--- config.mk ---
export PLATFORM = sky130hd
export DESIGN_NAME = rtcc_core
export DESIGN_NICKNAME = d
export VERILOG_FILES = /design/src/rtcc_pkg.sv /design/src/rtcc_core.sv
export SDC_FILE = /design/constraint.sdc
export NUM_CORES = 1
export LEC_CHECK = 0
export BUFFER_PORTS_ARGS = -buffer_cell sky130_fd_sc_hd__buf_2
export CELL_PAD_IN_SITES_DETAIL_PLACEMENT = 1
export CELL_PAD_IN_SITES_GLOBAL_PLACEMENT = 1
export CORE_ASPECT_RATIO = 1.2
export CORE_MARGIN = 2
export CORE_UTILIZATION = 41
export DETAILED_ROUTE_END_ITERATION = 12
export HOLD_SLACK_MARGIN = 0.15
export PLACE_DENSITY_LB_ADDON = 0.3
export RECOVER_POWER = 50
export SLEW_MARGIN = 20
export SYNTH_ARGS = -nofsm -noshare
export SYNTH_HDL_FRONTEND = slang
export SYNTH_SLANG_ARGS = --single-unit
--- constraint.sdc ---
create_clock -name clk_i -period 2.95 [get_ports clk_i]
set_input_delay 0.1475 -clock clk_i [delete_from_list [all_inputs] [get_ports clk_i]]
set_output_delay 0.1475 -clock clk_i [all_outputs]
set_load 0.02 [all_outputs]
--- src/rtcc_pkg.sv ---
// rtcc_pkg: constants and types shared by the real-time counter core
package rtcc_pkg;

	// ==========================================================
	// register bus
	localparam int          ADDR_W       = 8;
	localparam int          DATA_W       = 32;
	localparam logic [7:0]  OFS_CTRL     = 8'h00;
	localparam logic [7:0]  OFS_EVENT_CONTROL   = 8'h04;
	localparam logic [7:0]  OFS_INTEN    = 8'h08;
	localparam logic [7:0]  OFS_INTERRUPT_FLAGS  = 8'h0c;
	localparam logic [7:0]  OFS_STATUS   = 8'h10;
	localparam logic [7:0]  OFS_DEBUG_CONTROL  = 8'h14;
	localparam logic [7:0]  OFS_COUNT    = 8'h18;
	localparam logic [7:0]  OFS_PER      = 8'h1c;
	localparam logic [7:0]  OFS_COMPARE_VALUE_0    = 8'h20;
	localparam logic [7:0]  OFS_COMP1    = 8'h24;
	localparam logic [7:0]  OFS_MASK0    = 8'h28;
	localparam logic [7:0]  OFS_READ_REQUEST  = 8'h2c;

	// ==========================================================
	// control register fields
	localparam int          SOFT_RESET_BIT   = 0;
	localparam int          CTRL_EN      = 1;
	localparam int          CTRL_MODE_LO = 2;
	localparam int          CTRL_HFMT    = 6;
	localparam int          CTRL_COM     = 7;
	localparam int          CTRL_PSC_LO  = 8;
	localparam int          PSC_SEL_W    = 4;
	localparam logic [1:0]  MODE_WIDE    = 2'h0;
	localparam logic [1:0]  MODE_NARROW  = 2'h1;
	localparam logic [1:0]  MODE_CAL     = 2'h2;

	// ==========================================================
	// flags, events, status
	localparam int          FLAG_W       = 3;
	localparam int          FLG_OVF      = 0;
	localparam int          FLG_COMPARE_FLAG_0     = 1;
	localparam int          FLG_CMP1     = 2;
	localparam int          STS_SYNC     = 0;
	localparam int          STS_ACTIVE   = 1;
	localparam int          MASK_W       = 3;
	localparam int          RREQ_W       = 16;

	// ==========================================================
	// calendar layout
	localparam int          SEC_LO       = 0;
	localparam int          MIN_LO       = 6;
	localparam int          HOUR_LO      = 12;
	localparam int          DAY_LO       = 17;
	localparam int          MON_LO       = 22;
	localparam int          YEAR_LO      = 26;
	localparam logic [5:0]  LAST_SEC     = 6'h3b;
	localparam logic [4:0]  LAST_HOUR24  = 5'h17;
	localparam logic [3:0]  HOUR12_TOP   = 4'hc;
	localparam logic [3:0]  HOUR12_LAST  = 4'hb;
	localparam logic [3:0]  LAST_MONTH   = 4'hc;
	localparam logic [5:0]  LAST_YEAR    = 6'h3f;

	// ==========================================================
	// reset values and timing
	localparam logic [31:0] WORD_RST     = 32'h0;
	localparam logic [2:0]  SYNC_CYC     = 3'h2;

	typedef enum logic [1:0] {
		RTCC_SYNC_IDLE = 2'b01,
		RTCC_SYNC_BUSY = 2'b10
	} rtcc_sync_t;

endpackage : rtcc_pkg

--- src/rtcc_core.sv ---
// rtcc_core: prescaled 32-bit counter / 16-bit counter / calendar with register port
//
// Functional notes
// - only power-on reset or the soft reset bit returns the block to its initial state.
// - debug halt stops counting unless debug_control requests running on.
// - write protection covers all writable registers except flags, read request, status, debug control.
// - ten-bit prescaler divides source clock by two to the setting, feeding the counter.
// - mode 0 wide counter, mode 1 narrow counter with period, mode 2 calendar.
// - mode, prescaler, clear-on-match, hour format, event control ignored while enabled.
// - enable-protected writes during disabling are held and applied afterwards.
// - enable bit one starts the block, zero stops it.
// - soft reset clears every register except debug control and disables the block.
// - wide mode counts each tick, wraps all-ones to zero, raises overflow.
// - wide mode match with compare 0 raises compare flag 0 on next tick.
// - wide clear-on-match clears counter next tick, raising compare 0 and overflow.
// - narrow mode counts to period, wraps to zero, raises overflow.
// - narrow mode matches with two compares raise their own flags next tick.
// - calendar holds seconds to year; hour format picks 12 or 24 hours.
// - day and month count from one; year is an offset.
// - February has a leap day when year offset divides by four.
// - after year 63 last second wraps to year 0 start, raising overflow.
// - calendar matches alarm value and raises alarm flag on next tick.
// - alarm mask select chooses which fields take part in the match.
// - calendar clear-on-match clears clock next tick, raising alarm and overflow.
// - synchronized writes set sync pending at once until the transfer completes.
// - interrupt asserted while any enabled flag is set.
//
// Chosen here: the register offsets and strobed register access.
`timescale 1ns/1ps
`default_nettype none

module rtcc_core
	import rtcc_pkg::*;
#(
	parameter int PRESC_W = 10,
	parameter int CNT_W   = 32
) (
	input  wire logic              clk_i,
	input  wire logic              rstn_i,
	input  wire logic              source_clock_i,
	input  wire logic              dbg_halt_i,
	input  wire logic              wprot_i,
	input  wire logic              dbg_access_i,
	input  wire logic [ADDR_W-1:0] addr_i,
	input  wire logic [DATA_W-1:0] wdata_i,
	input  wire logic              wr_i,
	input  wire logic              rd_i,
	output logic      [DATA_W-1:0] rdata_o,
	output logic                   irq_o,
	output logic      [FLAG_W-1:0] event_o,
	output logic                   count_tick_o
);

	if (PRESC_W != 10 || CNT_W != 32) begin : g_bad_param
		$error("rtcc_core: only a 10-bit prescaler and 32-bit counter are served");
	end

	// ==========================================================
	// helper functions
	function automatic logic [4:0] days_in_month(input logic [3:0] mon, input logic [5:0] yr);
		unique case (mon)
			4'h2:                      days_in_month = (yr[1:0] == 2'h0) ? 5'h1d : 5'h1c;
			4'h4, 4'h6, 4'h9, 4'hb:    days_in_month = 5'h1e;
			default:                   days_in_month = 5'h1f;
		endcase
	endfunction : days_in_month

	function automatic logic [32:0] cal_next(input logic [31:0] c, input logic h12);
		logic [31:0] n;
		logic        rolled;
		logic        of;
		n      = c;
		rolled = 1'b0;
		of     = 1'b0;
		if (c[SEC_LO+:6] != LAST_SEC) begin
			n[SEC_LO+:6] = 6'(c[SEC_LO+:6] + 6'h1);
		end else begin
			n[SEC_LO+:6] = 6'h0;
			if (c[MIN_LO+:6] != LAST_SEC) begin
				n[MIN_LO+:6] = 6'(c[MIN_LO+:6] + 6'h1);
			end else begin
				n[MIN_LO+:6] = 6'h0;
				if (!h12) begin
					if (c[HOUR_LO+:5] != LAST_HOUR24) n[HOUR_LO+:5] = 5'(c[HOUR_LO+:5] + 5'h1);
					else begin
						n[HOUR_LO+:5] = 5'h0;
						rolled        = 1'b1;
					end
				end else if (c[HOUR_LO+:4] == HOUR12_LAST) begin
					n[HOUR_LO+:5] = {~c[HOUR_LO+4], HOUR12_TOP};
					rolled        = c[HOUR_LO+4];
				end else if (c[HOUR_LO+:4] == HOUR12_TOP) begin
					n[HOUR_LO+:4] = 4'h1;
				end else begin
					n[HOUR_LO+:4] = 4'(c[HOUR_LO+:4] + 4'h1);
				end
				if (rolled) begin
					if (c[DAY_LO+:5] < days_in_month(c[MON_LO+:4], c[YEAR_LO+:6])) begin
						n[DAY_LO+:5] = 5'(c[DAY_LO+:5] + 5'h1);
					end else begin
						n[DAY_LO+:5] = 5'h1;
						if (c[MON_LO+:4] != LAST_MONTH) n[MON_LO+:4] = 4'(c[MON_LO+:4] + 4'h1);
						else begin
							n[MON_LO+:4] = 4'h1;
							if (c[YEAR_LO+:6] != LAST_YEAR) n[YEAR_LO+:6] = 6'(c[YEAR_LO+:6] + 6'h1);
							else begin
								n[YEAR_LO+:6] = 6'h0;
								of            = 1'b1;
							end
						end
					end
				end
			end
		end
		cal_next = {of, n};
	endfunction : cal_next

	function automatic logic alarm_hit(input logic [31:0] c, input logic [31:0] a, input logic [MASK_W-1:0] sel);
		logic [31:0] m;
		unique case (sel)
			3'h1:    m = 32'h0000003f;
			3'h2:    m = 32'h00000fff;
			3'h3:    m = 32'h0001ffff;
			3'h4:    m = 32'h003fffff;
			3'h5:    m = 32'h03ffffff;
			3'h6:    m = 32'hffffffff;
			default: m = 32'h0;
		endcase
		alarm_hit = (m != 32'h0) && (((c ^ a) & m) == 32'h0);
	endfunction : alarm_hit

	// ==========================================================
	// storage
	logic [PRESC_W-1:0]  presc_ff;
	logic                src_d_ff;
	logic                ctrl_en_ff;
	logic                active_ff;
	logic [1:0]          mode_ff;
	logic [PSC_SEL_W-1:0] psc_ff;
	logic                com_ff;
	logic                hfmt_ff;
	logic [FLAG_W-1:0]   event_control_ff;
	logic [FLAG_W-1:0]   inten_ff;
	logic [FLAG_W-1:0]   flag_ff;
	logic                dbg_run_ff;
	logic [CNT_W-1:0]    cnt_ff;
	logic [15:0]         per_ff;
	logic [31:0]         compare_value_0_ff;
	logic [15:0]         comp1_ff;
	logic [MASK_W-1:0]   mask_ff;
	logic [RREQ_W-1:0]   rreq_ff;
	logic                swrst_pend_ff;
	logic                hold_ctrl_v_ff;
	logic [15:0]         hold_ctrl_ff;
	logic                hold_ev_v_ff;
	logic [FLAG_W-1:0]   hold_ev_ff;
	rtcc_sync_t          sync_st_ff;
	logic [2:0]          sync_cnt_ff;

	// ==========================================================
	// bus decode
	wire logic prot_on    = wprot_i && !dbg_access_i;
	wire logic wr_ok      = wr_i && !prot_on;
	wire logic wr_ctrl    = wr_ok && (addr_i == OFS_CTRL);
	wire logic wr_ev      = wr_ok && (addr_i == OFS_EVENT_CONTROL);
	wire logic wr_inten   = wr_ok && (addr_i == OFS_INTEN);
	wire logic wr_flag    = wr_i && (addr_i == OFS_INTERRUPT_FLAGS);
	wire logic wr_dbg     = wr_i && (addr_i == OFS_DEBUG_CONTROL);
	wire logic wr_rreq    = wr_i && (addr_i == OFS_READ_REQUEST);
	wire logic wr_cnt     = wr_ok && (addr_i == OFS_COUNT);
	wire logic wr_per     = wr_ok && (addr_i == OFS_PER);
	wire logic wr_compare_value_0   = wr_ok && (addr_i == OFS_COMPARE_VALUE_0);
	wire logic wr_comp1   = wr_ok && (addr_i == OFS_COMP1);
	wire logic wr_mask    = wr_ok && (addr_i == OFS_MASK0);
	wire logic wr_synced  = wr_ctrl || wr_cnt || wr_per || wr_compare_value_0 || wr_comp1 || wr_mask;
	wire logic disabling  = !ctrl_en_ff && active_ff;
	wire logic locked     = ctrl_en_ff || (wr_ctrl && wdata_i[CTRL_EN]);
	wire logic sync_done  = (sync_st_ff == RTCC_SYNC_BUSY) && (sync_cnt_ff == 3'h1);
	wire logic swrst_go   = sync_done && swrst_pend_ff;
	wire logic cfg_apply  = wr_ctrl && !locked && !disabling;
	wire logic cfg_hold   = wr_ctrl && !locked && disabling;
	wire logic ev_apply   = wr_ev && !ctrl_en_ff && !disabling;
	wire logic ev_hold    = wr_ev && !ctrl_en_ff && disabling;
	wire logic held_go    = !disabling && !ctrl_en_ff;

	// ==========================================================
	// prescaler and count tick
	wire logic           src_rise  = source_clock_i && !src_d_ff;
	wire logic           running   = active_ff && (!dbg_halt_i || dbg_run_ff);
	wire logic [PRESC_W-1:0] psc_mask = (psc_ff == 4'h0) ? '0 : PRESC_W'((1 << psc_ff) - 1);
	wire logic           psc_valid = (psc_ff <= 4'(PRESC_W));
	wire logic           tick      = running && src_rise && psc_valid && ((presc_ff & psc_mask) == psc_mask);

	// ==========================================================
	// counting and matching
	wire logic [32:0] cal_inc   = cal_next(cnt_ff, hfmt_ff);
	wire logic        m_wide    = (cnt_ff == compare_value_0_ff);
	wire logic        m_n0      = (cnt_ff[15:0] == compare_value_0_ff[15:0]);
	wire logic        m_n1      = (cnt_ff[15:0] == comp1_ff);
	wire logic        m_alarm   = alarm_hit(cnt_ff, compare_value_0_ff, mask_ff);
	logic [CNT_W-1:0]  cnt_step;
	logic [FLAG_W-1:0] flag_set;

	always_comb begin
		cnt_step = cnt_ff;
		flag_set = '0;
		if (tick) begin
			unique case (mode_ff)
				MODE_WIDE: begin
					cnt_step = CNT_W'(cnt_ff + 32'h1);
					flag_set[FLG_OVF]  = (cnt_ff == 32'hffffffff);
					flag_set[FLG_COMPARE_FLAG_0] = m_wide;
					if (com_ff && m_wide) begin
						cnt_step          = WORD_RST;
						flag_set[FLG_OVF] = 1'b1;
					end
				end
				MODE_NARROW: begin
					cnt_step           = {16'h0, 16'(cnt_ff[15:0] + 16'h1)};
					if (cnt_ff[15:0] == per_ff) begin
						cnt_step          = WORD_RST;
						flag_set[FLG_OVF] = 1'b1;
					end
					flag_set[FLG_COMPARE_FLAG_0] = m_n0;
					flag_set[FLG_CMP1] = m_n1;
				end
				MODE_CAL: begin
					cnt_step           = cal_inc[31:0];
					flag_set[FLG_OVF]  = cal_inc[32];
					flag_set[FLG_COMPARE_FLAG_0] = m_alarm;
					if (com_ff && m_alarm) begin
						cnt_step          = WORD_RST;
						flag_set[FLG_OVF] = 1'b1;
					end
				end
				default: cnt_step = cnt_ff;
			endcase
		end
	end

	// flags: set wins over write-one-to-clear
	wire logic [FLAG_W-1:0] flag_clr = wr_flag ? wdata_i[FLAG_W-1:0] : '0;
	wire logic [FLAG_W-1:0] nxt_flag = (flag_ff & ~flag_clr) | flag_set;

	// ==========================================================
	// read mux
	logic [DATA_W-1:0] rd_word;
	always_comb begin
		unique case (addr_i)
			OFS_CTRL:    rd_word = {16'h0, 4'h0, psc_ff, com_ff, hfmt_ff, 2'h0, mode_ff, ctrl_en_ff, 1'b0};
			OFS_EVENT_CONTROL:  rd_word = {29'h0, event_control_ff};
			OFS_INTEN:   rd_word = {29'h0, inten_ff};
			OFS_INTERRUPT_FLAGS: rd_word = {29'h0, flag_ff};
			OFS_STATUS:  rd_word = {30'h0, active_ff, sync_st_ff == RTCC_SYNC_BUSY};
			OFS_DEBUG_CONTROL: rd_word = {31'h0, dbg_run_ff};
			OFS_COUNT:   rd_word = cnt_ff;
			OFS_PER:     rd_word = {16'h0, per_ff};
			OFS_COMPARE_VALUE_0:   rd_word = compare_value_0_ff;
			OFS_COMP1:   rd_word = {16'h0, comp1_ff};
			OFS_MASK0:   rd_word = {29'h0, mask_ff};
			OFS_READ_REQUEST: rd_word = {16'h0, rreq_ff};
			default:     rd_word = WORD_RST;
		endcase
	end

	// ==========================================================
	// registers: debug control, source sampler and read data by power-on reset only, the rest by power-on and soft reset
	always_ff @(posedge clk_i) begin
		if (!rstn_i) begin
			dbg_run_ff <= 1'b0;
			src_d_ff   <= 1'b0;
			rdata_o    <= WORD_RST;
		end else begin
			if (wr_dbg) begin
				dbg_run_ff <= wdata_i[0];
			end
			src_d_ff <= source_clock_i;
			rdata_o  <= rd_i ? rd_word : WORD_RST;
		end
	end

	always_ff @(posedge clk_i) begin
		if (!rstn_i || swrst_go) begin
			presc_ff   <= '0;
			ctrl_en_ff <= 1'b0;
			active_ff  <= 1'b0;
			mode_ff    <= MODE_WIDE;
			psc_ff     <= '0;
			com_ff     <= 1'b0;
			hfmt_ff    <= 1'b0;
			event_control_ff  <= '0;
			inten_ff   <= '0;
			flag_ff    <= '0;
			cnt_ff     <= WORD_RST;
			per_ff     <= 16'h0;
			compare_value_0_ff   <= WORD_RST;
			comp1_ff   <= 16'h0;
			mask_ff    <= '0;
			rreq_ff    <= '0;
			irq_o      <= 1'b0;
			event_o    <= '0;
			count_tick_o <= 1'b0;
			hold_ctrl_v_ff <= 1'b0;
			hold_ctrl_ff   <= 16'h0;
			hold_ev_v_ff   <= 1'b0;
			hold_ev_ff     <= '0;
		end else begin
			presc_ff <= running ? (src_rise ? PRESC_W'(presc_ff + 10'h1) : presc_ff) : '0;
			if (wr_ctrl) begin
				ctrl_en_ff <= wdata_i[CTRL_EN];
			end
			if (sync_done) begin
				active_ff <= ctrl_en_ff;
			end
			if (cfg_apply) begin
				mode_ff <= wdata_i[CTRL_MODE_LO+:2];
				psc_ff  <= wdata_i[CTRL_PSC_LO+:PSC_SEL_W];
				com_ff  <= wdata_i[CTRL_COM];
				hfmt_ff <= wdata_i[CTRL_HFMT];
			end else if (hold_ctrl_v_ff && held_go) begin
				mode_ff        <= hold_ctrl_ff[CTRL_MODE_LO+:2];
				psc_ff         <= hold_ctrl_ff[CTRL_PSC_LO+:PSC_SEL_W];
				com_ff         <= hold_ctrl_ff[CTRL_COM];
				hfmt_ff        <= hold_ctrl_ff[CTRL_HFMT];
			end
			if (cfg_hold) begin
				hold_ctrl_v_ff <= 1'b1;
				hold_ctrl_ff   <= wdata_i[15:0];
			end else if (held_go) begin
				hold_ctrl_v_ff <= 1'b0;
			end
			if (ev_apply) begin
				event_control_ff <= wdata_i[FLAG_W-1:0];
			end else if (hold_ev_v_ff && held_go) begin
				event_control_ff <= hold_ev_ff;
			end
			if (ev_hold) begin
				hold_ev_v_ff <= 1'b1;
				hold_ev_ff   <= wdata_i[FLAG_W-1:0];
			end else if (held_go) begin
				hold_ev_v_ff <= 1'b0;
			end
			if (wr_inten) begin
				inten_ff <= wdata_i[FLAG_W-1:0];
			end
			flag_ff      <= nxt_flag;
			cnt_ff       <= wr_cnt ? wdata_i : cnt_step;
			if (wr_per) begin
				per_ff <= wdata_i[15:0];
			end
			if (wr_compare_value_0) begin
				compare_value_0_ff <= wdata_i;
			end
			if (wr_comp1) begin
				comp1_ff <= wdata_i[15:0];
			end
			if (wr_mask) begin
				mask_ff <= wdata_i[MASK_W-1:0];
			end
			if (wr_rreq) begin
				rreq_ff <= wdata_i[RREQ_W-1:0];
			end
			irq_o        <= |(nxt_flag & inten_ff);
			event_o      <= flag_set & event_control_ff;
			count_tick_o <= tick;
		end
	end

	// ==========================================================
	// write synchronisation tracker
	always_ff @(posedge clk_i) begin
		if (!rstn_i || swrst_go) begin
			sync_st_ff    <= RTCC_SYNC_IDLE;
			sync_cnt_ff   <= 3'h0;
			swrst_pend_ff <= 1'b0;
		end else begin
			if (wr_synced) begin
				sync_st_ff  <= RTCC_SYNC_BUSY;
				sync_cnt_ff <= SYNC_CYC;
			end else if (sync_done) begin
				sync_st_ff  <= RTCC_SYNC_IDLE;
				sync_cnt_ff <= 3'h0;
			end else if (sync_st_ff == RTCC_SYNC_BUSY) begin
				sync_cnt_ff <= 3'(sync_cnt_ff - 3'h1);
			end
			if (wr_ctrl && wdata_i[SOFT_RESET_BIT]) begin
				swrst_pend_ff <= 1'b1;
			end
		end
	end
endmodule : rtcc_core

`default_nettype wire

== Word-level counts from Yosys, hierarchy flattened ==
Index checks and enable logic that the tools add are counted.
Word-level totals
  register bits after elaboration: 206
  input port bits: 48
  output and inout bits: 37
  word-level logic and storage cells: 248
Cells by class
  add/sub/neg operators: 12
  order comparisons: 2
  eq/ne operators: 45
  shift operators: 1
  mux-type cells: 65
  bitwise operators: 10
  reductions and logical operators: 77
Operator list (count)
  case mux 32 bit (12 select lines): 1
  case mux 32 bit (6 select lines): 1
  2-to-1 mux 32 bit: 4
  case mux 32 bit (3 select lines): 1
  == test 16 bit: 3
  logical AND 1 bit: 35
  adder 32 x 1 -> 32 bit (second input constant): 1
  bitwise AND 32 bit: 1
  == test 32 bit: 1
  == test 32 bit (second input constant): 1
  == test 8 x 5 -> 1 bit (second input constant): 4
  == test 8 x 6 -> 1 bit (second input constant): 4
  logical NOT 32 bit: 1
  nonzero test 32 bit: 1
  XOR 32 bit: 1
  2-to-1 mux 5 bit: 6
  2-to-1 mux 26 bit: 1
  2-to-1 mux 1 bit: 24
  2-to-1 mux 6 bit: 4
  inequality test 4 bit (second input constant): 6
  2-to-1 mux 10 bit: 2
  2-to-1 mux 20 bit: 1
  2-to-1 mux 4 bit: 5
  adder 6 x 1 -> 6 bit (second input constant): 3
  other kinds (50): 100

== Logic depth before layout (Yosys ltp) ==
Gate-level depths: netlist (run 1).
  depth in word-level cells: 19
  depth in mapped cells: 13
  mapped depth without buffers: 11

== Worst setup path after synthesis (run 1) ==
Ideal clock, no wire load.
  kind: register -> register
  from: reg psc_ff[1]
  to: reg cnt_ff[26]
  library setup time: 103 ps
  arrival time: 2775 ps
  required time: 2847 ps
  slack: 72 ps
  cell stages (with the launch flop): 14
  path buffers: 2
  period minus slack after synthesis: 2878 ps
  path through: dfxtp_1 > clkbuf_1 > nor2_1 > nand2_1 > ha_1 > or3_1 > or3b_1 > a32oi_2 > o31ai_2 > and2_1 > buf_4 > o22ai_4 > a2111oi_2 > a2111oi_2
On the way
  cells in the longest elaborated chain, start to end: 8
  elaborated cells on any way between the ends: 11
  those cells by class: add/sub (1); order compare (1); eq/ne (1); shift (1); mux (1); bitwise (1); reduce/logical (5)
RTL lines
  from (decl): line rtcc_core.sv:139  | logic [PSC_SEL_W-1:0] psc_ff;
  from (signal assigned): line rtcc_core.sv:317  | psc_ff <= wdata_i[CTRL_PSC_LO+:PSC_SEL_W];
  from (signal assigned): line rtcc_core.sv:322  | psc_ff <= hold_ctrl_ff[CTRL_PSC_LO+:PSC_SEL_W];
  left shift 1 x 4 -> 10 bit: line rtcc_core.sv:190  | wire logic [PRESC_W-1:0] psc_mask = (psc_ff == 4'h0) ? '0 : PRESC_W'((1 << psc_ff) - 1);
  subtractor 10 x 2 -> 10 bit: line rtcc_core.sv:190
  2-to-1 mux 10 bit: line rtcc_core.sv:190
  bitwise AND 10 bit: line rtcc_core.sv:192  | wire logic tick = running && src_rise && psc_valid && ((presc_ff & psc_mask) == psc_mask);
  == test 10 bit: line rtcc_core.sv:192
  logical AND 1 bit *: line rtcc_core.sv:192
  nonzero test 2 bit (no source line) *
  AND reduction 7 bit (no source line) *
  to (signal assigned): line rtcc_core.sv:347  | cnt_ff <= wr_cnt ? wdata_i : cnt_step;
  to (decl): line rtcc_core.sv:146  | logic [CNT_W-1:0] cnt_ff;
Every way passes the cells marked *; elsewhere a longest branch is shown, timed or not.
A chain may end at the register's enable or synchronous reset.

== Worst setup path after layout (run 1) ==
  from: reg cnt_ff[5]
  to: reg cnt_ff[26]
On the way
  cells in the longest elaborated chain, start to end: 9
  elaborated cells on any way between the ends: 20
  those cells by class: add/sub (1); eq/ne (7); mux (5); bitwise (2); reduce/logical (5)
RTL lines
  branches (longest 9 deep; another with adder 32 x 1 -> 32 bit)
Several ways; the timed one is not identified. The select of a mux whose other input is x is not followed.

==> results_tabular.tex, run 1 <==
\begin{tabular}{lr}
\hline
Metric & Value \\
\hline
\multicolumn{2}{l}{\textbf{Pwr}} \\
Power density normalized to cell area & 453 nW/µm² \\
Maximum VDD drop & 0.478 mV \\
Clk pwr share & 0.514 \\
Switch share & 0.230 \\
Logic pwr share & 0.041 \\
Internal power & 4730 µW \\
Overall power & 6140 µW \\
LEAKAGE & 0.00464 µW \\
Reg power frac & 0.446 \\
Switching power of the nets & 1410 µW \\
\multicolumn{2}{l}{\textbf{Cells and area}} \\
Count of antenna diodes in the layout & 0 \\
Share of cells above drive strength 1 & 0.146 \\
Fillers & 3318 \\
Total area of multi-input combinational cells & 6600 µm² \\
Count of nets after finishing & 1644 \\
Finished Cell Area & 13600 µm² \\
Register cell area after layout & 4050 µm² \\
Synthesis-to-layout area growth & 20.8\% \\
\multicolumn{2}{l}{\textbf{Yosys}} \\
Share of flip-flops with an asynchronous set or reset & 0 \\
Synthesized Nets & 1505 \\
Avg Inst Size Synth & 7.81 µm² \\
Cell type with the largest total area after synthesis & sky130\_fd\_sc\_hd\_\_dfxtp\_1 \\
Dominant cells by area after synthesis & sky130\_fd\_sc\_hd\_\_dfxtp\_1, sky130\_fd\_sc\_hd\_\_nand2\_1, sky130\_fd\_sc\_hd\_\_a21oi\_1, sky130\_fd\_sc\_hd\_\_xnor2\_1, sky130\_fd\_sc\_hd\_\_a22oi\_1 \\
Proportion of netlist area held by the largest area contributor & 0.361 \\
Flop and latch count out of synthesis & 202 \\
Leading cell type by number of instances after synthesis & sky130\_fd\_sc\_hd\_\_nand2\_1 \\
Cells after synthesis & 1437 \\
Sequential fraction of the synthesis area & 0.361 \\
Predominant post-synthesis flop cell & sky130\_fd\_sc\_hd\_\_dfxtp\_1 \\
Post-synth cell types & 90 \\
List of most frequent post-synthesis cells & sky130\_fd\_sc\_hd\_\_nand2\_1, sky130\_fd\_sc\_hd\_\_dfxtp\_1, sky130\_fd\_sc\_hd\_\_a21oi\_1 \\
Number of flops mapped to enable cells by yosys & 0 \\
Post-synth design cell area & 11200 µm² \\
Yosys warning count & 0 \\
\multicolumn{2}{l}{\textbf{Timing}} \\
Final setup TNS & 0 ns \\
Setup violation total in the final timing report & 0 \\
Worst hold slack across all endpoints & 0.177 ns \\
Final period utilization & 0.975 \\
Final hold violation count & 0 \\
Slew HR & 0.273 \\
Max-slew violation count & 0 \\
Fmax achieved & 0.347 GHz \\
Final Skew & 0.0162 ns \\
Measured slew at the worst slew-check pin & 1.09 ns \\
Final critical delay including setup and external delays & 2.88 ns \\
\multicolumn{2}{l}{\textbf{Hold path}} \\
Number of instances on the worst hold path & 5 \\
Worst hold-check path type & in2reg \\
End point of the worst hold path & inten\_ff[2] \\
Worst hold path startpoint & wprot\_i \\
\multicolumn{2}{l}{\textbf{Worst setup path}} \\
Critical path required time & 3.35 ns \\
Kind of capture point of the worst setup path & register \\
Arrival time of data at the critical path endpoint & 3.28 ns \\
Critical-path maximum fanout & 7 \\
Depth of the worst register-to-register path & 8 \\
End of the worst register-to-register path & cnt\_ff[26] \\
Critical path class & reg2reg \\
Worst reg-to-reg setup slack & 0.07 ns \\
Startpoint type of the worst setup path & register \\
Reg2Reg Launch Point & cnt\_ff[5] \\
\multicolumn{2}{l}{\textbf{Route}} \\
Vias after detailed routing & 11738 \\
Antenna Violating Nets Remaining & 0 \\
Detailed-routing iteration count for the pre-antenna-repair pass & 6 \\
Via density per instance & 6.07 \\
Post-detailed-routing wire length & 43000 µm \\
Per-cell routed wire length & 22.2 µm \\
Number of DRC markers in iteration 0 & 854 \\
Residual DRC & 0 \\
\multicolumn{2}{l}{\textbf{CTS}} \\
Clock transition at the registers of the reported paths & 0.06 ns \\
Clock latency reported for the late side of the worst-skew pair & 0.53 ns \\
CTS tree & done \\
CTS Root Buffer Type & sky130\_fd\_sc\_hd\_\_clkbuf\_16 \\
Total CTS buffers & 24 \\
Number of H-tree levels & 1 \\
Number of clock sinks seen by CTS & 202 \\
Buffer levels on the longest clock path & 3 \\
\multicolumn{2}{l}{\textbf{Floorplanning}} \\
Area of the die & 28700 µm² \\
Horiz. Die Dim & 155 µm \\
Vertical die dimension & 185 µm \\
Core Rows & 66 \\
Initial cell density of the core & 0.415 \\
Number of top-level pins & 85 \\
Core Region & 27000 µm² \\
\multicolumn{2}{l}{\textbf{GRT}} \\
Leftover overflow at the end of global routing & 0 \\
Overall global routing resource usage & 0.295 \\
Wire length of the first global-routing pass & 67000 µm \\
Initial antenna violation count & 1 \\
Maximum number of pins on one net before global-route repair & 44 \\
Number of global-route vias before repair & 12114 \\
\multicolumn{2}{l}{\textbf{Place}} \\
Instance area after placement & 12400 µm² \\
Buffers added on ports & 84 \\
RD Place Congestion & 0.922 \\
Detailed placement HPWL & 30800 µm \\
\multicolumn{2}{l}{\textbf{Run status}} \\
Status & finished, final reports clean \\
\multicolumn{2}{l}{\textbf{Flow run}} \\
\# Max-Cap Violations & 0 \\
\hline
\end{tabular}
## per-stage QoR
step | std cells | worst slack [ns] | utilization
final | 1933 | 0.0723 | 0.502
after global routing | 1933 | -0.0147 | 0.502
after CTS | 1931 | 0.0238 | 0.503
after detailed placement | 1850 | -0.0441 | 0.457
after global placement | 1850 | 0.0642 | 0.457
after floorplan | 1437 | 0.0716 | -
## power groups by stage
stage	sequential (µW)	combinational [µW]	clock (µW)
3_5_place_dp	2800	213	0
3_3_place_gp	2800	210	0
2_1_floorplan	2790	88.0	0
4_1_cts	2740	250	3190
5_1_grt	2740	267	3310
6_report	2740	250	3160
## sequential cells by signal (all words and copies together), names as in the netlist, 3 cells and up
register and flops:
compare_value_0_ff 32, sync_cnt_ff 3, flag_ff 3, hold_ev_ff 3
comp1_ff 16, hold_ctrl_ff 8, cnt_ff 32, mask_ff 3
event_o 3, rreq_ff 16, inten_ff 3, rdata_o 32
per_ff 16, event_control_ff 3, presc_ff 10, psc_ff 4
## critical path: stages (launching register included)
cell	delay, ns
sky130_fd_sc_hd__dfxtp_1	0.51
sky130_fd_sc_hd__xor2_1	0.17
sky130_fd_sc_hd__nor4_2	0.40
sky130_fd_sc_hd__nand4bb_1	0.24
sky130_fd_sc_hd__or4_1	0.53
sky130_fd_sc_hd__and2_2	0.30
sky130_fd_sc_hd__a221o_1	0.33
sky130_fd_sc_hd__a31oi_1	0.19
sky130_fd_sc_hd__a2111oi_2	0.08
## worst max-delay path by stage
stage	end	depth (start not counted)	slack [ns]	startpoint
6_report	cnt_ff[26]	8	0.07	cnt_ff[5]
5_1_grt	cnt_ff[28]	12	-0.01	psc_ff[0]
4_1_cts	cnt_ff[28]	12	0.02	psc_ff[1]
3_5_place_dp	cnt_ff[28]	12	-0.04	psc_ff[1]
3_3_place_gp	cnt_ff[28]	12	0.06	psc_ff[1]
2_1_floorplan	cnt_ff[26]	13	0.07	psc_ff[1]
## area by class of cell
| type | count | area share |
|---|---|---|
| multi-input cells | 1094 | 0.487 |
| flip-flops and latches | 202 | 0.299 |
| repair buffers | 224 | 0.113 |
| clock buffers | 30 | 0.0505 |
| well taps | 340 | 0.0314 |
| clock inverters | 13 | 0.0111 |
| inverters | 30 | 0.00831 |
## cells in the final DEF (no fill, tap or decap), types with 6 or more instances in the layout
cell type / count
sky130_fd_sc_hd__a211oi_1: 11
sky130_fd_sc_hd__a21o_1: 8
sky130_fd_sc_hd__a21oi_1: 141
sky130_fd_sc_hd__a221oi_1: 8
sky130_fd_sc_hd__a222oi_1: 8
sky130_fd_sc_hd__a22o_1: 7
sky130_fd_sc_hd__a22oi_1: 57
sky130_fd_sc_hd__a31oi_1: 31
sky130_fd_sc_hd__and2_1: 16
sky130_fd_sc_hd__and3_1: 20
sky130_fd_sc_hd__buf_2: 45
sky130_fd_sc_hd__buf_4: 93
sky130_fd_sc_hd__clkbuf_1: 43
sky130_fd_sc_hd__clkbuf_16: 25
sky130_fd_sc_hd__clkinv_2: 7
sky130_fd_sc_hd__dfxtp_1: 200
sky130_fd_sc_hd__dlygate4sd3_1: 38
sky130_fd_sc_hd__ha_1: 19
sky130_fd_sc_hd__inv_1: 30
sky130_fd_sc_hd__mux2i_1: 14
sky130_fd_sc_hd__nand2_1: 250
sky130_fd_sc_hd__nand3_1: 49
sky130_fd_sc_hd__nand3b_1: 6
sky130_fd_sc_hd__nand4_1: 26
sky130_fd_sc_hd__nor2_1: 108
sky130_fd_sc_hd__nor2b_1: 6
sky130_fd_sc_hd__nor3_1: 19
sky130_fd_sc_hd__nor4_1: 10
sky130_fd_sc_hd__o21ai_0: 49
sky130_fd_sc_hd__o21ai_1: 9
sky130_fd_sc_hd__o22ai_1: 6
sky130_fd_sc_hd__or3_1: 9
sky130_fd_sc_hd__xnor2_1: 67
sky130_fd_sc_hd__xor2_1: 14
## what timing repair did
item | 4_1_cts | 5_1_grt
endpoints found under the setup margin | 5 | 24
hold buffers | 38 | 0
endpoints found under the hold margin | 138 | 0
resized for setup | 3 | 11
buffers inserted | 0 | 2
pin swaps | 0 | 2
## layer usage
layer | track usage | wire [µm]
met1 | 0.347 | 17200
met5 | 0 | 11
met3 | 0.0381 | 2250
met4 | 0.146 | 2190
met2 | 0.530 | 21300
## kinds of logic (layout without fill, tap and decap cells)
family	Yosys count	count (layout)	share of synthesized area
compound gates	408	408	0.241
xor+xnor	86	86	0.0705
fa+ha+maj	20	20	0.0223
buf+inv	141	297	0.0567
flops	202	202	0.361
mux	14	14	0.0125
simple gates	566	566	0.236
(Power assumes the default switching activity.)
==> inputs of run 2 (changes only) <==
CORE_UTILIZATION = 42   (was 41)
CTS_BUF_LIST = sky130_fd_sc_hd__clkbuf_8   (was default)
==> results_tabular.tex, run 2 (synthesized netlist as in run 1, its figures left out) <==
\begin{tabular}{lr}
\hline
Metric & Value \\
\hline
\multicolumn{2}{l}{\textbf{CTS}} \\
Number of H-tree levels & 2 (+1) \\
Clock transition at the registers of the reported paths & 0.06 ns (about the same) \\
Buffer levels on the longest clock path & 3 (unchanged) \\
Number of clock sinks seen by CTS & 202 (unchanged) \\
CTS Root Buffer Type & sky130\_fd\_sc\_hd\_\_clkbuf\_8 \\
CTS tree & done \\
Clock latency reported for the late side of the worst-skew pair & 0.54 ns (about the same) \\
Total CTS buffers & 37 (+54\%) \\
\multicolumn{2}{l}{\textbf{GRT}} \\
Maximum number of pins on one net before global-route repair & 72 (+64\%) \\
Wire length of the first global-routing pass & 66900 µm (about the same) \\
Leftover overflow at the end of global routing & 0 (unchanged) \\
Initial antenna violation count & 0 (-1) \\
Number of global-route vias before repair & 12386 (+2.2\%) \\
Overall global routing resource usage & 0.297 (+0.00130) \\
\multicolumn{2}{l}{\textbf{Pwr}} \\
Power density normalized to cell area & 437 nW/µm² (-3.7\%) \\
Overall power & 5860 µW (-4.6\%) \\
LEAKAGE & 0.00463 µW (-0.22\%) \\
Maximum VDD drop & 0.334 mV (-30\%) \\
\multicolumn{2}{l}{\textbf{Floorplanning}} \\
Core Rows & 65 (-1.5\%) \\
Core Region & 26300 µm² (-2.7\%) \\
Initial cell density of the core & 0.427 (+0.0116) \\
Vertical die dimension & 183 µm (-1.2\%) \\
Horiz. Die Dim & 153 µm (-1.2\%) \\
Number of top-level pins & 85 (unchanged) \\
Area of the die & 28000 µm² (-2.3\%) \\
\multicolumn{2}{l}{\textbf{Route}} \\
Post-detailed-routing wire length & 42600 µm (-0.93\%) \\
Per-cell routed wire length & 21.9 µm (-1.4\%) \\
Residual DRC & 0 (unchanged) \\
Number of DRC markers in iteration 0 & 806 (-5.6\%) \\
Antenna Violating Nets Remaining & 0 (unchanged) \\
Detailed-routing iteration count for the pre-antenna-repair pass & 6 (unchanged) \\
Via density per instance & 6.03 (-0.75\%) \\
Vias after detailed routing & 11704 (-0.29\%) \\
\multicolumn{2}{l}{\textbf{Place}} \\
Detailed placement HPWL & 30200 µm (-2.0\%) \\
RD Place Congestion & 0.934 (+1.3\%) \\
Buffers added on ports & 84 (unchanged) \\
\multicolumn{2}{l}{\textbf{Cells and area}} \\
Share of the core filled with cells & 0.511 (+0.00918) \\
Commonest non-fill, non-tap cell in the layout & sky130\_fd\_sc\_hd\_\_nand2\_1 \\
Largest regs & cnt\_ff: 32 flops, compare\_value\_0\_ff: 32 flops, rdata\_o: 32 flops \\
Fillers & 3232 (-2.6\%) \\
Most used cells in the layout excluding fill and tap cells & sky130\_fd\_sc\_hd\_\_nand2\_1, sky130\_fd\_sc\_hd\_\_dfxtp\_1, sky130\_fd\_sc\_hd\_\_a21oi\_1, sky130\_fd\_sc\_hd\_\_nor2\_1, sky130\_fd\_sc\_hd\_\_buf\_4 \\
Share of cells above drive strength 1 & 0.146 (+0.000598) \\
Count of antenna diodes in the layout & 0 (unchanged) \\
Synthesis-to-layout area growth & 19.7\% \\
Count of nets after finishing & 1649 (+0.30\%) \\
\multicolumn{2}{l}{\textbf{Timing}} \\
Final period utilization & 0.963 (-0.0122) \\
Slew HR & 0.367 (+0.0939) \\
Fmax achieved & 0.352 GHz (+1.3\%) \\
Setup violation total in the final timing report & 0 (unchanged) \\
Final critical delay including setup and external delays & 2.84 ns (-0.0360 ns) \\
Measured slew at the worst slew-check pin & 0.950 ns (-0.141 ns) \\
Max-slew violation count & 0 (unchanged) \\
RSZ-0062 raised after global routing & yes \\
Final hold violation count & 0 (unchanged) \\
Worst hold slack across all endpoints & 0.165 ns (-0.0124 ns) \\
Final Skew & 0.0134 ns (-0.00287 ns) \\
\multicolumn{2}{l}{\textbf{Worst setup path}} \\
Ordered cell list for the critical path & inv\_1 > nand3\_1 > ha\_2 > o21ai\_0 > a31o\_1 > a31o\_1 > o31ai\_2 > nand2\_1 > buf\_12 > or3\_1 > a21boi\_2 > o221a\_1 \\
Cell type of the slowest stage on the worst timing path & sky130\_fd\_sc\_hd\_\_or3\_1 \\
Critical path required time & 3.43 ns (+0.08 ns) \\
Critical-path maximum fanout & 13 (+6) \\
Kind of capture point of the worst setup path & register \\
Kind of cell adding the most delay to the critical path & compound AO/OA/AOI/OAI gates \\
Number of buffer and inverter instances along the worst setup path & 2 (+2) \\
Top cell by count, worst path & sky130\_fd\_sc\_hd\_\_a31o\_1 \\
Arrival time of data at the critical path endpoint & 3.32 ns (+0.04 ns) \\
Critical path class & reg2reg \\
WP depth & 12 (+4) \\
Max incr delay on CP & 0.37 ns (-0.16 ns) \\
Depth of the worst register-to-register path & 12 (+4) \\
Startpoint type of the worst setup path & register \\
\multicolumn{2}{l}{\textbf{Flow run}} \\
\# Max-Cap Violations & 0 (unchanged) \\
\multicolumn{2}{l}{\textbf{Run status}} \\
Status & finished, final reports clean \\
\multicolumn{2}{l}{\textbf{Hold path}} \\
Worst hold-check path type & in2reg \\
Number of instances on the worst hold path & 4 (-1) \\
\hline
\end{tabular}
[run 2: worst reg2reg max path, cell delays in order (launching register included)]
cell and delay [ns]:
sky130_fd_sc_hd__dfxtp_2 0.36, sky130_fd_sc_hd__inv_1 0.10, sky130_fd_sc_hd__nand3_1 0.09, sky130_fd_sc_hd__ha_2 0.32
sky130_fd_sc_hd__o21ai_0 0.08, sky130_fd_sc_hd__a31o_1 0.20, sky130_fd_sc_hd__a31o_1 0.22, sky130_fd_sc_hd__o31ai_2 0.33
sky130_fd_sc_hd__nand2_1 0.15, sky130_fd_sc_hd__buf_12 0.18, sky130_fd_sc_hd__or3_1 0.37, sky130_fd_sc_hd__a21boi_2 0.19
sky130_fd_sc_hd__o221a_1 0.21
[run 2: worst paths after layout]
path,slack [ns],from,to
min,0.16,rd_i,rdata_o[28]
min reg2reg,0.46,rreq_ff[8],rreq_ff[8]
max,0.11,psc_ff[3],cnt_ff[5]
max reg2reg,0.11,psc_ff[3],cnt_ff[5]
[run 2: repair_timing]
action	in CTS	in global routing
setup buffers	0	1
endpoints found under the hold margin	143	0
endpoints found under the setup margin	3	14
gates resized for setup	2	8
hold buffers	39	0
pin swaps	0	1
[run 2: area by class of cell]
class                   count  area, µm²  share of cell area
inverters                  30        113             0.00839
well taps                 335        419              0.0312
clock buffers              45        619              0.0461
flip-flops and latches    202       4050               0.301
repair buffers            216       1490               0.111
clock inverters            20        165              0.0123
multi-input cells        1094       6570               0.490
[run 2: per-layer routing]
layer,vias up,share of wire,track usage
met1,5790,0.40,0.342
li1,5416,-,-
met3,130,0.054,0.0463
met5,-,0,0
met2,368,0.51,0.540
met4,0,0.041,0.133
[run 2: metrics by stage]
stage,setup WS (ns),TNS (ns),instance area (µm²),std cells
finish,0.108,0,13400,1942
detailed placement,0.0166,0,12300,1837
CTS,0.00213,0,13500,1941
floorplan,0.0716,0,11200,1437
global route,-0.0281,-0.0984,13400,1942
global placement,0.123,0,12300,1837
[run 2: report_power, final]
group	switching (µW)	total, µW	internal [µW]
Sequential	2.98	2740	2730
Combinational	158	252	93.5
Clock	1230	2870	1640
==> inputs of run 3 (changes only) <==
clock period = 2.3 ns   (was 2.95 ns; I/O delays follow)
==> results_tabular.tex, run 3 (synthesized netlist as in run 1, its figures left out) <==
\begin{tabular}{lr}
\hline
Metric & Value \\
\hline
\multicolumn{2}{l}{\textbf{CTS}} \\
Clock latency reported for the late side of the worst-skew pair & 0.57 ns (+0.03 ns) \\
Total CTS buffers & 37 (unchanged) \\
Number of H-tree levels & 2 (unchanged) \\
Number of clock sinks seen by CTS & 202 (unchanged) \\
CTS tree & done \\
Buffer levels on the longest clock path & 3 (unchanged) \\
CTS Root Buffer Type & sky130\_fd\_sc\_hd\_\_clkbuf\_8 \\
Clock transition at the registers of the reported paths & 0.06 ns (about the same) \\
\multicolumn{2}{l}{\textbf{GRT}} \\
Initial antenna violation count & 0 (unchanged) \\
Overall global routing resource usage & 0.328 (+0.0314) \\
Leftover overflow at the end of global routing & 0 (unchanged) \\
Maximum number of pins on one net before global-route repair & 51 (-29\%) \\
Number of global-route vias before repair & 13816 (+12\%) \\
Wire length of the first global-routing pass & 73600 µm (+10\%) \\
\multicolumn{2}{l}{\textbf{Place}} \\
RD Place Congestion & 0.950 (+1.8\%) \\
Instance area after placement & 13700 µm² (+11\%) \\
Worst-case setup slack after placement & -0.587 ns (-0.604 ns) \\
Detailed placement HPWL & 33200 µm (+9.7\%) \\
Buffers added on ports & 84 (unchanged) \\
\multicolumn{2}{l}{\textbf{Timing}} \\
Final critical delay including setup and external delays & 2.74 ns (-0.104 ns) \\
Post-layout worst setup margin & -0.438 ns (-0.546 ns) \\
Worst hold slack across all endpoints & 0.182 ns (+0.0172 ns) \\
Measured slew at the worst slew-check pin & 0.896 ns (-0.0537 ns) \\
Setup violation total in the final timing report & 39 (+39) \\
Slew HR & 0.402 (+0.0358) \\
Fmax achieved & 0.365 GHz (+3.8\%) \\
Final hold violation count & 0 (unchanged) \\
Final period utilization & 1.19 (+0.227) \\
Final Skew & 0.0449 ns (+0.0316 ns) \\
Max-slew violation count & 0 (unchanged) \\
RSZ-0062 raised after global routing & yes \\
\multicolumn{2}{l}{\textbf{Cells and area}} \\
Share of the core filled with cells & 0.583 (+0.0717) \\
Finished Cell Area & 15300 µm² (+14\%) \\
Most used cells in the layout excluding fill and tap cells & sky130\_fd\_sc\_hd\_\_buf\_4, sky130\_fd\_sc\_hd\_\_nand2\_1, sky130\_fd\_sc\_hd\_\_dfxtp\_1, sky130\_fd\_sc\_hd\_\_a21oi\_1, sky130\_fd\_sc\_hd\_\_nor2\_1 \\
Largest regs & cnt\_ff: 32 flops, compare\_value\_0\_ff: 32 flops, rdata\_o: 32 flops \\
Count of nets after finishing & 1838 (+11\%) \\
Count of antenna diodes in the layout & 0 (unchanged) \\
Synthesis-to-layout area growth & 36.5\% \\
Commonest non-fill, non-tap cell in the layout & sky130\_fd\_sc\_hd\_\_buf\_4 \\
Share of cells above drive strength 1 & 0.275 (+0.129) \\
\multicolumn{2}{l}{\textbf{Worst setup path}} \\
Reg2Reg Launch Point & psc\_ff[2] \\
Startpoint type of the worst setup path & register \\
Worst reg-to-reg setup slack & -0.44 ns (-0.55 ns) \\
Critical path required time & 2.77 ns (-0.66 ns) \\
Depth of the worst register-to-register path & 12 (unchanged) \\
Critical path class & reg2reg \\
Critical-path maximum fanout & 4 (-9) \\
Kind of capture point of the worst setup path & register \\
Arrival time of data at the critical path endpoint & 3.21 ns (-0.11 ns) \\
End of the worst register-to-register path & cnt\_ff[30] \\
\multicolumn{2}{l}{\textbf{Pwr}} \\
Maximum VDD drop & 0.414 mV (+24\%) \\
Power density normalized to cell area & 466 nW/µm² (+6.7\%) \\
LEAKAGE & 0.00561 µW (+21\%) \\
Overall power & 7130 µW (+22\%) \\
\multicolumn{2}{l}{\textbf{Hold path}} \\
End point of the worst hold path & rdata\_o[28] \\
Worst hold path startpoint & addr\_i[6] \\
Worst hold-check path type & in2reg \\
Number of instances on the worst hold path & 5 (+1) \\
\multicolumn{2}{l}{\textbf{Route}} \\
Post-detailed-routing wire length & 47600 µm (+12\%) \\
Detailed-routing iteration count for the pre-antenna-repair pass & 5 (-1) \\
Antenna Violating Nets Remaining & 0 (unchanged) \\
Vias after detailed routing & 12853 (+9.8\%) \\
Via density per instance & 6.06 (+0.55\%) \\
Max layer used & met4 \\
Amount of wire on met2 after detailed routing & 24300 µm (+12\%) \\
Per-cell routed wire length & 22.4 µm (+2.2\%) \\
Routed wire length on met3 & 2710 µm (+18\%) \\
Number of DRC markers in iteration 0 & 872 (+8.2\%) \\
Met1 WL & 17800 µm (+5.5\%) \\
Residual DRC & 0 (unchanged) \\
\multicolumn{2}{l}{\textbf{Floorplanning}} \\
Number of top-level pins & 85 (unchanged) \\
Core Rows & 65 (unchanged) \\
Vertical die dimension & 183 µm (unchanged) \\
Horiz. Die Dim & 153 µm (unchanged) \\
Area of the die & 28000 µm² (unchanged) \\
Initial cell density of the core & 0.427 (unchanged) \\
Core Region & 26300 µm² (unchanged) \\
\multicolumn{2}{l}{\textbf{Flow run}} \\
\# Max-Cap Violations & 0 (unchanged) \\
\multicolumn{2}{l}{\textbf{Run status}} \\
Status & finished, violations left \\
Failing checks & setup timing \\
\hline
\end{tabular}
run 3: cell type report:
cell class / count / area (µm²)
clock buffer: 45 / 619
multi-input combinational: 1094 / 7040
sequential: 202 / 4060
clock inverter: 10 / 45.0
inverter: 30 / 113
tap: 335 / 419
timing repair buffer: 405 / 3020
fill: 3240 / 11000
run 3: routing by layer:
layer / global-route usage / vias up
li1: - / 5798
met1: 0.359 / 6318
met2: 0.600 / 531
met3: 0.0494 / 206
met4: 0.191 / 0
met5: 0 / -
run 3: how the worst max path moves through the flow:
stage | start | end | depth (start not counted)
after global routing | cnt_ff[0] | cnt_ff[28] | 12
after CTS | psc_ff[2] | cnt_ff[5] | 12
after detailed placement | psc_ff[0] | cnt_ff[5] | 12
after floorplan | psc_ff[2] | cnt_ff[26] | 13
after global placement | psc_ff[0] | cnt_ff[28] | 12
final | psc_ff[2] | cnt_ff[30] | 12
run 3: what timing repair did:
action,in CTS,in global routing
setup buffers,11,5
hold buffers,38,0
endpoints found under the hold margin,161,0
endpoints found under the setup margin,39,40
pin swaps,47,26
resized for setup,77,36
run 3: critical path: stages (launching register included):
cell	delay, ns
sky130_fd_sc_hd__dfxtp_4	0.35
sky130_fd_sc_hd__nor2_4	0.13
sky130_fd_sc_hd__nand3_2	0.09
sky130_fd_sc_hd__ha_4	0.18
sky130_fd_sc_hd__or3_4	0.32
sky130_fd_sc_hd__or3b_1	0.36
sky130_fd_sc_hd__a32oi_2	0.26
sky130_fd_sc_hd__o31ai_4	0.13
sky130_fd_sc_hd__and2_4	0.18
sky130_fd_sc_hd__o22ai_4	0.31
sky130_fd_sc_hd__buf_6	0.15
sky130_fd_sc_hd__a2111oi_2	0.03
sky130_fd_sc_hd__nor4_1	0.17
run 3: report_power, final:
group | switching, µW | leakage (µW) | total (µW) | internal (µW)
clock network | 1530 | 0.000366 | 3260 | 1740
registers | 3.64 | 0.00163 | 3510 | 3500
logic | 213 | 0.00361 | 363 | 149
run 3: metrics by stage:
stage / std cells / TNS (ns)
after floorplan: 1437 / -8.04
after global placement: 2012 / -13.13
after detailed placement: 2012 / -17.05
after CTS: 2116 / -11.62
after global routing: 2121 / -16.21
final: 2121 / -12.88
